[src/psc_pkg.sv]
// Package with the constants of the synthesizer configuration logic.
package psc_pkg;
  localparam int unsigned LOOP_W    = 9;
  localparam int unsigned ODIV_W    = 2;
  localparam int unsigned DIAG_W    = 3;
  localparam int unsigned SHIFT_W   = DIAG_W + ODIV_W + LOOP_W;
  localparam int unsigned LOOP_LSB  = 0;
  localparam int unsigned ODIV_LSB  = LOOP_W;
  localparam int unsigned DIAG_LSB  = LOOP_W + ODIV_W;
  localparam int unsigned SYNC_W    = 3;
  localparam int unsigned ODIV_CNT_W = 3;
  localparam logic [1:0] ODIV_BY2   = 2'h0;
  localparam logic [1:0] ODIV_BY4   = 2'h1;
  localparam logic [1:0] ODIV_BY8   = 2'h2;
  localparam logic [1:0] ODIV_BY1   = 2'h3;
  localparam logic [2:0] CNT_MAX_2  = 3'h0;
  localparam logic [2:0] CNT_MAX_4  = 3'h1;
  localparam logic [2:0] CNT_MAX_8  = 3'h3;
  localparam logic [2:0] CNT_ZERO   = 3'h0;
  localparam logic [LOOP_W-1:0] LOOP_RESET = 9'h1ff;
  localparam logic [ODIV_W-1:0] ODIV_RESET = 2'h3;
  localparam logic [DIAG_W-1:0] DIAG_RESET = 3'h0;
  localparam real OSC_MIN_MHZ = 400.0;
  localparam real OSC_MAX_MHZ = 800.0;
  localparam real REF_CLK_MHZ = 20.0;
endpackage

[src/psc_sync.sv]
// Three-stage synchroniser with agreement filter for one pin input.
`timescale 1ns/1ns
module psc_sync #(
  parameter logic RESET_VAL = 1'b0
) (
  input  wire logic ref_clk,
  input  wire logic rst_b,
  input  wire logic clkEn,
  input  wire logic pinIn,
  output logic      pinOut
);
  typedef struct packed {
    logic [psc_pkg::SYNC_W-1:0] stage;
    logic                       level;
  } psc_sync_type;

  psc_sync_type st_reg;
  psc_sync_type st_next;

  // The first stage only feeds the second; a change counts once stages two and three agree.
  always_comb
  begin
    st_next = st_reg;
    st_next.stage = {st_reg.stage[1:0], pinIn};
    if (st_reg.stage[1] == st_reg.stage[2])
    begin
      st_next.level = st_reg.stage[2];
    end
  end

  always_ff @(posedge ref_clk or negedge rst_b)
  begin
    if (!rst_b)
    begin
      st_reg <= {{psc_pkg::SYNC_W{RESET_VAL}}, RESET_VAL};
    end
    else if (clkEn)
    begin
      st_reg <= st_next;
    end
  end

  assign pinOut = st_reg.level;
endmodule

[src/psc_config.sv]
// Configuration logic of the clock synthesizer: loading, divider, gate and selection.
`timescale 1ns/1ns
module psc_config (
  input  wire logic                         ref_clk,
  input  wire logic                         rst_b,
  input  wire logic                         clkEn,
  input  wire logic                         serialClkIn,
  input  wire logic                         serialDataIn,
  input  wire logic                         serialLoadIn,
  input  wire logic                         parLoadBIn,
  input  wire logic [psc_pkg::LOOP_W-1:0]   loopDivIn,
  input  wire logic [psc_pkg::ODIV_W-1:0]   outDivIn,
  input  wire logic                         outGateIn,
  input  wire logic                         ref_source_select,
  input  wire logic                         xtalRefIn,
  input  wire logic                         external_ref_in,
  input  wire logic                         oscClkIn,
  output logic [psc_pkg::LOOP_W-1:0]        loopDivOut,
  output logic [psc_pkg::ODIV_W-1:0]        outDivOut,
  output logic [psc_pkg::DIAG_W-1:0]        diagSelOut,
  output logic                              pllRefOut,
  output logic                              synthClkOut,
  output logic                              diagOut
);
  ////////////////////////////////////////////////////////////////////////////////
  // Pin synchronisers; reset values mirror the open-pin levels.

  localparam int unsigned NPIN = 9 + psc_pkg::LOOP_W + psc_pkg::ODIV_W;
  localparam logic [NPIN-1:0] PIN_RESET =
    {3'h0, 1'h1, {psc_pkg::LOOP_W{1'b1}}, {psc_pkg::ODIV_W{1'b1}}, 1'h1, 1'h1, 1'h0, 1'h0,
     1'h0};

  logic [NPIN-1:0] pinRaw;
  logic [NPIN-1:0] pinSyn;

  assign pinRaw = {serialClkIn, serialDataIn, serialLoadIn, parLoadBIn, loopDivIn, outDivIn,
                   outGateIn, ref_source_select, xtalRefIn, external_ref_in, oscClkIn};

  genvar gi;
  generate
    for (gi = 0; gi < NPIN; gi++)
    begin : g_sync
      psc_sync #(
        .RESET_VAL (PIN_RESET[gi])
      ) u_sync (
        .ref_clk (ref_clk),
        .rst_b   (rst_b),
        .clkEn   (clkEn),
        .pinIn   (pinRaw[gi]),
        .pinOut  (pinSyn[gi])
      );
    end
  endgenerate

  logic                       sClk;
  logic                       sData;
  logic                       sLoad;
  logic                       pLoadB;
  logic [psc_pkg::LOOP_W-1:0] pLoop;
  logic [psc_pkg::ODIV_W-1:0] pDiv;
  logic                       gateIn;
  logic                       srcSel;
  logic                       xtalIn;
  logic                       extIn;
  logic                       oscIn;

  assign {sClk, sData, sLoad, pLoadB, pLoop, pDiv, gateIn, srcSel, xtalIn, extIn, oscIn} =
    pinSyn;

  ////////////////////////////////////////////////////////////////////////////////
  // Decoding used by the divider and its assertion.

  function automatic logic [2:0] divLimit(input logic [psc_pkg::ODIV_W-1:0] code);
    case (code)
      psc_pkg::ODIV_BY2: divLimit = psc_pkg::CNT_MAX_2;
      psc_pkg::ODIV_BY4: divLimit = psc_pkg::CNT_MAX_4;
      psc_pkg::ODIV_BY8: divLimit = psc_pkg::CNT_MAX_8;
      default:           divLimit = psc_pkg::CNT_ZERO;
    endcase
  endfunction

  ////////////////////////////////////////////////////////////////////////////////
  // State.

  typedef struct packed {
    logic [psc_pkg::SHIFT_W-1:0]    shift;
    logic                           sClkPrev;
    logic                           oscPrev;
    logic [psc_pkg::LOOP_W-1:0]     loopDiv;
    logic [psc_pkg::ODIV_W-1:0]     outDiv;
    logic [psc_pkg::DIAG_W-1:0]     diagSel;
    logic [psc_pkg::ODIV_CNT_W-1:0] divCnt;
    logic                           divClk;
    logic                           gate;
    logic                           synth;
    logic                           pllRef;
    logic                           diag;
  } psc_state_type;

  psc_state_type st_reg;
  psc_state_type st_next;

  localparam psc_state_type ST_RESET = '{
    shift:    '0,
    sClkPrev: 1'b0,
    oscPrev:  1'b0,
    loopDiv:  psc_pkg::LOOP_RESET,
    outDiv:   psc_pkg::ODIV_RESET,
    diagSel:  psc_pkg::DIAG_RESET,
    divCnt:   psc_pkg::CNT_ZERO,
    divClk:   1'b0,
    gate:     1'b0,
    synth:    1'b0,
    pllRef:   1'b0,
    diag:     1'b0
  };

  logic oscRise;
  logic cycleEnd;
  logic divToggle;
  logic byOne;

  always_comb
  begin
    st_next = st_reg;
    oscRise = oscIn && !st_reg.oscPrev;
    byOne = (st_reg.outDiv == psc_pkg::ODIV_BY1);
    cycleEnd = 1'b0;
    divToggle = 1'b0;
    st_next.sClkPrev = sClk;
    st_next.oscPrev = oscIn;
    if (sClk && !st_reg.sClkPrev)
    begin
      st_next.shift = {st_reg.shift[psc_pkg::SHIFT_W-2:0], sData};
    end
    if (sLoad)
    begin
      st_next.loopDiv = st_reg.shift[psc_pkg::LOOP_LSB +: psc_pkg::LOOP_W];
      st_next.outDiv = st_reg.shift[psc_pkg::ODIV_LSB +: psc_pkg::ODIV_W];
      st_next.diagSel = st_reg.shift[psc_pkg::DIAG_LSB +: psc_pkg::DIAG_W];
    end
    if (!pLoadB)
    begin
      st_next.loopDiv = pLoop;
      st_next.outDiv = pDiv;
    end
    if (oscRise)
    begin
      if (st_reg.divCnt >= divLimit(st_reg.outDiv))
      begin
        st_next.divCnt = psc_pkg::CNT_ZERO;
        divToggle = 1'b1;
      end
      else
      begin
        st_next.divCnt = st_reg.divCnt + 3'h1;
      end
    end
    if (byOne)
    begin
      st_next.divClk = oscIn;
      cycleEnd = !oscIn;
    end
    else if (divToggle)
    begin
      st_next.divClk = !st_reg.divClk;
      cycleEnd = st_reg.divClk;
    end
    if (cycleEnd || !st_next.divClk)
    begin
      st_next.gate = gateIn;
    end
    st_next.synth = st_next.divClk && st_next.gate;
    st_next.pllRef = srcSel ? xtalIn : extIn;
    case (st_reg.diagSel)
      3'h0:    st_next.diag = st_reg.divClk;
      3'h1:    st_next.diag = st_reg.pllRef;
      3'h2:    st_next.diag = oscIn;
      3'h3:    st_next.diag = sClk;
      3'h4:    st_next.diag = st_reg.shift[psc_pkg::SHIFT_W-1];
      3'h5:    st_next.diag = st_reg.gate;
      3'h6:    st_next.diag = 1'b1;
      default: st_next.diag = 1'b0;
    endcase
  end

  always_ff @(posedge ref_clk or negedge rst_b)
  begin
    if (!rst_b)
    begin
      st_reg <= ST_RESET;
    end
    else if (clkEn)
    begin
      st_reg <= st_next;
    end
  end

  ////////////////////////////////////////////////////////////////////////////////
  // Outputs, each straight from the state register.

  assign loopDivOut = st_reg.loopDiv;
  assign outDivOut = st_reg.outDiv;
  assign diagSelOut = st_reg.diagSel;
  assign pllRefOut = st_reg.pllRef;
  assign synthClkOut = st_reg.synth;
  assign diagOut = st_reg.diag;

  ////////////////////////////////////////////////////////////////////////////////
  // Checks on serial and parallel loading and on the freeze while clock enable is low.

  a_serial_shift_in: assert property (@(posedge ref_clk) disable iff (!rst_b)
    clkEn && sClk && !st_reg.sClkPrev |=> st_reg.shift[0] == $past(sData))
    else $error("serial bit not shifted in");

  a_serial_latch_follow: assert property (@(posedge ref_clk) disable iff (!rst_b)
    clkEn && sLoad && pLoadB
      |=> loopDivOut == $past(st_reg.shift[psc_pkg::LOOP_LSB +: psc_pkg::LOOP_W]))
    else $error("loop divider does not follow shift register");

  a_latch_hold_idle: assert property (@(posedge ref_clk) disable iff (!rst_b)
    clkEn && !sLoad && pLoadB |=> $stable(loopDivOut) && $stable(outDivOut))
    else $error("latches changed while both strobes closed");

  a_parallel_loop_take: assert property (@(posedge ref_clk) disable iff (!rst_b)
    clkEn && !pLoadB |=> loopDivOut == $past(pLoop))
    else $error("loop divider does not follow parallel pins");

  a_parallel_div_take: assert property (@(posedge ref_clk) disable iff (!rst_b)
    clkEn && !pLoadB |=> outDivOut == $past(pDiv))
    else $error("output divider does not follow parallel pins");

  a_freeze_hold: assert property (@(posedge ref_clk) disable iff (!rst_b)
    !clkEn |=> $stable(st_reg))
    else $error("state changed while clock enable low");

  ////////////////////////////////////////////////////////////////////////////////
  // Checks on the output divider and the output gate.

  a_div_count_bound: assert property (@(posedge ref_clk) disable iff (!rst_b)
    clkEn && oscRise |=> st_reg.divCnt <= divLimit($past(st_reg.outDiv)))
    else $error("divider count beyond limit");

  a_div_by_two: assert property (@(posedge ref_clk) disable iff (!rst_b)
    clkEn && oscRise && st_reg.outDiv == psc_pkg::ODIV_BY2 |=> st_reg.divClk != $past(st_reg.divClk))
    else $error("divide by two misses a toggle");

  a_div_by_four: assert property (@(posedge ref_clk) disable iff (!rst_b)
    clkEn && oscRise && st_reg.outDiv == psc_pkg::ODIV_BY4 && st_reg.divCnt == psc_pkg::CNT_ZERO
      |=> $stable(st_reg.divClk))
    else $error("divide by four toggles too early");

  a_div_by_one: assert property (@(posedge ref_clk) disable iff (!rst_b)
    clkEn && byOne |=> st_reg.divClk == $past(oscIn))
    else $error("divide by one does not pass the oscillator");

  a_gate_blocks_out: assert property (@(posedge ref_clk) disable iff (!rst_b)
    !st_reg.gate |-> !synthClkOut)
    else $error("output active while gated off");

  a_gate_no_runt: assert property (@(posedge ref_clk) disable iff (!rst_b)
    clkEn && st_reg.divClk && !cycleEnd |=> st_reg.gate == $past(st_reg.gate))
    else $error("gate changed inside a high phase");

  a_gate_whole_rise: assert property (@(posedge ref_clk) disable iff (!rst_b)
    $rose(synthClkOut) |-> $rose(st_reg.divClk))
    else $error("output rose inside a divided high phase");

  a_gate_whole_fall: assert property (@(posedge ref_clk) disable iff (!rst_b)
    $fell(synthClkOut) |-> $fell(st_reg.divClk))
    else $error("output high phase cut short");

  ////////////////////////////////////////////////////////////////////////////////
  // Checks on reference and diagnostic selection.

  a_ref_source_mux: assert property (@(posedge ref_clk) disable iff (!rst_b)
    clkEn |=> pllRefOut == ($past(srcSel) ? $past(xtalIn) : $past(extIn)))
    else $error("wrong reference source");

  a_diag_select: assert property (@(posedge ref_clk) disable iff (!rst_b)
    clkEn && st_reg.diagSel == 3'h6 |=> diagOut)
    else $error("diagnostic select not honoured");

  a_diag_zero: assert property (@(posedge ref_clk) disable iff (!rst_b)
    clkEn && st_reg.diagSel == 3'h7 |=> !diagOut)
    else $error("diagnostic output not held low");

  a_diag_gate: assert property (@(posedge ref_clk) disable iff (!rst_b)
    clkEn && st_reg.diagSel == 3'h5 |=> diagOut == $past(st_reg.gate))
    else $error("diagnostic output does not show the gate");
endmodule

[config.mk]
export PLATFORM = sky130hd
export DESIGN_NAME = psc_config
export DESIGN_NICKNAME = d
export VERILOG_FILES = /design/src/psc_pkg.sv /design/src/psc_sync.sv /design/src/psc_config.sv
export SDC_FILE = /design/constraint.sdc
export NUM_CORES = 1
export LEC_CHECK = 0
export BUFFER_PORTS_ARGS = -buffer_cell sky130_fd_sc_hd__buf_2
export CORE_MARGIN = 2
export CORE_UTILIZATION = 40
export CTS_CLUSTER_DIAMETER = 30
export CTS_CLUSTER_SIZE = 16
export DETAILED_ROUTE_END_ITERATION = 6
export HOLD_SLACK_MARGIN = 0.06
export PLACE_DENSITY = 0.53
export SYNTH_ARGS = -nofsm -noshare
export SYNTH_HDL_FRONTEND = slang
export SYNTH_HIERARCHICAL = 1
export SYNTH_SLANG_ARGS = --single-unit
[constraint.sdc]
create_clock -name ref_clk -period 3.41 [get_ports ref_clk]
set_input_delay 0.682 -clock ref_clk [delete_from_list [all_inputs] [get_ports ref_clk]]
set_output_delay 0.682 -clock ref_clk [all_outputs]
set_load 0.02 [all_outputs]
* Word-level counts from Yosys, hierarchy flattened
Index checks and enable logic that the tools add are counted.
Cells by class: $add $sub $neg 1, order comparisons 1, equality and inequality tests 30, mux-type cells 14, reductions and logical operators 34
Operators with widths (number):
- $reduce_and A2 Y1 | 24
- $eq A1 B1 Y1 | 20
- $mux W14 | 1
- $mux W11 | 1
- $eq A3 B3 Y1 const B | 3
- $mux W1 | 8
- $pmux W1 S7 | 1
- $eq A3 B2 Y1 const B | 2
- $mux W3 | 2
- $logic_not A1 Y1 | 5
- $eq A2 B2 Y1 const B | 2
- $pmux W2 S2 | 1
- $add A3 B1 Y3 const B | 1
- $eq A3 B1 Y1 const B | 1
- $ge A3 B3 Y1 | 1
- $logic_and A1 B1 Y1 | 3
- $logic_not A3 Y1 | 1
- $eq A2 B1 Y1 const B | 1
- $ne A2 B1 Y1 const B | 1
- $logic_or A1 B1 Y1 | 1
Storage, ports and cells: bits in registers 118, bits of input ports 23, output and inout bits 17, logic and storage cells 132

* Longest topological paths before layout
depth after elaboration 12, depth in mapped cells 11, mapped depth without buffers 11

* Modules after synthesis
Netlist, hierarchy kept.
Modules (own cells, without submodules):
- psc_sync at g_sync[10].u_sync ... | instances 14, cells an instance 10, area an instance 161.4 um2, sequential area each 105.1 um2
- psc_config | instances 1, cells an instance 174, area an instance 1945.6 um2, sequential area each 964.7 um2
- psc_sync at g_sync[0].u_sync ... | instances 6, cells an instance 10, area an instance 156.4 um2, sequential area each 100.1 um2

* Least setup slack after synthesis
No wires, ideal clock.
path kind flip-flop to flip-flop, from reg st_reg (netlist bit outDivOut[0]), to reg, netlist name st_reg[3], library setup time 0.125 ns, data arrival time 2.776 ns, data required time 3.285 ns, slack 0.510 ns, cell stages (with the launch flop) 12, buffers on the path 0, clock period less this slack 2.900 ns, cells stage by stage dfstp_2 -> inv_1 -> ha_1 -> inv_1 -> ha_1 -> nand2b_1 -> a211o_1 -> and3b_1 -> ha_1 -> or3b_1 -> nand3_1 -> mux2_2
RTL lines:
- start: declaration | line psc_config.sv:100 | psc_state_type st_reg;
- start signal: assignment | line psc_config.sv:195 | st_reg <= st_next;

==> results.ini <==
[die]
fp.dieH_um=117
coreArea_um2=12600
ios=40
fp.dieW_um=117
die-area_um2=13800
start_util=0.409
rows=41

[timing]
hold_violations=0
fin_crit_sh=0.910
setup_viol=0
fmax_mhz=322
skew_ps=9.05
rsz0062_at_grt=no
tns_ps=0
min_period_ps=3100
report.final.slew_viol_count=0
slew_headroom=0.482
worst_pin_slew_ps=777

[yosys]
synth_warnings=6
synth_nets=403
syn_area_um2=5140
synth-seq-cells=118
yosys.cell_types.count=27
seq_area_frac_synth=0.590
syn_area_per_cell_um2=13.8
synth_cells=374

[cts]
cts_root_buffer=clkbuf_16
tritoncts=built
cts-buffers-inserted=17
worstSkewPairLatency_ps=410
cts-resized-gates=0
h-tree-depth=4
cts_hold_buf=0
clk_pin_slew_ps=50
cts_num_sinks=118
cts_max_path_buffers=2
postCtsSetupBuffers=0

[worst_setup_path]
start_kind=flop
critPathKind=flop to flop
worstSetupEndpointType=flop
cp.required_ps=3700
crit_fanout=5
crit_arrival_ps=3390

[finish]
largest_register_ffs=40
antenna_cells=0
layout_common_cells=mux2_2 (80), dfstp_2 (67), dfrtp_1 (51)
final.fill_count=1131
layout-drive-gt1-share=0.523
layout_commonest_cell=mux2_2
nets=442
fin_util=0.484
area_growth_pct=18.3

[global_routing]
grt.overflow.total=0
grt_pass1_vias=3080
antenna_found_initial=0
grt_usage=0.138
grt_pass1_wl_um=15100
grt_max_degree=64

[power_and_ir_drop]
p_comb_frac=0.203
power_density_nw_per_um2=850
p_leak_nw=2.64
p_sw_frac=0.273
p_int_w=0.00376
seqPwrFrac=0.433
power_frac_clock=0.363
p_sw_w=0.00141
peakVddDrop_uv=393

[detailed_routing]
dr.pass1.iters=6
ant_nets=0
vias=3004
drc=0
wire_per_inst_um=14.8
drtIter0Drc=149
drt_wl_total_um=8830
via_per_inst=5.02

[placement]
gp_congestion=0.698
placement.io_buffers=39
place_hpwl_um=5440

[run_status]
run_status=finished, final reports clean

[min_path]
min_path_type=input pin to asynchronous set/reset pin

[run]
drv_cap=0

-- through the flow --
step | setup WS (ps) | area (um2) | hold WS, ps | instances | power [W]
after detailed placement | 341 | 5450 | 464 | 566 | 0.00332
after global placement | 421 | 5450 | 464 | 566 | 0.00326
after floorplan | 510 | 5140 | 386 | 374 | 0.00305
final | 308 | 6090 | 322 | 598 | 0.00518
after global routing | 201 | 6090 | 368 | 598 | 0.00548
after CTS | 312 | 6090 | 340 | 598 | 0.00524
-- cells by family (layout without fill, tap and decap cells) --
| kind of cell | after synthesis | in the layout | synth area share |
|---|---|---|---|
| muxes | 85 | 85 | 0.187 |
| and+or+nand+nor | 55 | 55 | 0.0659 |
| buffers and inverters | 28 | 80 | 0.0324 |
| adders and majority gates | 6 | 6 | 0.0146 |
| AOI/OAI and AO/OA | 82 | 82 | 0.109 |
| DFF | 118 | 118 | 0.590 |
-- layer usage --
| layer | global-route usage | share of wire | vias to the layer above | wire [um] |
|---|---|---|---|---|
| li1 | - | - | 1436 | - |
| met1 | 0.168 | 0.46 | 1514 | 4100 |
| met2 | 0.217 | 0.48 | 39 | 4210 |
| met3 | 0.0501 | 0.039 | 15 | 340 |
| met4 | 0.0708 | 0.020 | 0 | 174 |
| met5 | 0 | 0 | - | 0 |
-- critical path: stages, from the launching register on --
cell	delay [ps]
dfstp_2	550
inv_1	50
ha_1	270
inv_1	40
ha_1	250
nand2b_1	150
a211o_1	330
and3b_1	180
ha_1	310
or3b_1	400
nand3_1	110
mux2_2	340
-- power by group through the flow --
stage,logic [W],registers [W],clock network (W)
finish,0.00105,0.00224,0.00188
CTS,0.00107,0.00225,0.00193
global route,0.00116,0.00231,0.00200
global placement,0.00102,0.00225,0
detailed placement,0.00106,0.00226,0
floorplan,0.000912,0.00214,0
-- synth_stat cells --
cell type / count / area, um2
mux2_2: 80 / 901
dfstp_2: 67 / 1760
dfrtp_1: 51 / 1280
nand2b_1: 23 / 144
a21o_1: 20 / 150
a22o_1: 20 / 175
buf_4: 15 / 113
o21ai_0: 14 / 70.1
a21oi_1: 13 / 65.1
nand3b_1: 12 / 90.1
nand2_1: 11 / 41.3
o22ai_1: 11 / 68.8
ha_1: 6 / 75.1
inv_1: 5 / 18.8
buf_2: 4 / 20.0
clkbuf_1: 4 / 15.0
mux2i_1: 4 / 40.0
nor2_1: 3 / 11.3
a211o_1: 2 / 17.5
and3b_1: 2 / 17.5
a211oi_1: 1 / 7.51
mux4_2: 1 / 22.5
nand3_1: 1 / 5.00
nand3b_2: 1 / 11.3
nor4bb_1: 1 / 10.0
o21ai_2: 1 / 8.76
or3b_1: 1 / 8.76
-- final cells by class --
type / instances / area (um2) / share of cell area
multi-input combinational: 228 / 1940 / 0.319
tap: 172 / 215 / 0.0354
inverter: 5 / 18.8 / 0.00308
timing repair buffer: 43 / 243 / 0.0399
clock buffer: 22 / 484 / 0.0795
sequential: 118 / 3040 / 0.499
clock inverter: 10 / 149 / 0.0245
-- path summary, 6_finish.rpt --
path                                                 to          from  cells after the start  slack (ps)
setup / recovery                              st_reg[3]  outDivOut[0]                     11         310
hold / removal               g_sync[0].u_sync/st_reg[3]         rst_b                      1         320
setup reg to reg                              st_reg[3]  outDivOut[0]                     11         310
hold reg to reg                                 diagOut       diagOut                      2         480
max in group asynchronous  g_sync[14].u_sync/st_next[2]         rst_b                      2        2280
min in group ref_clk                            diagOut       diagOut                      2         480
(Power assumes the default switching activity.)
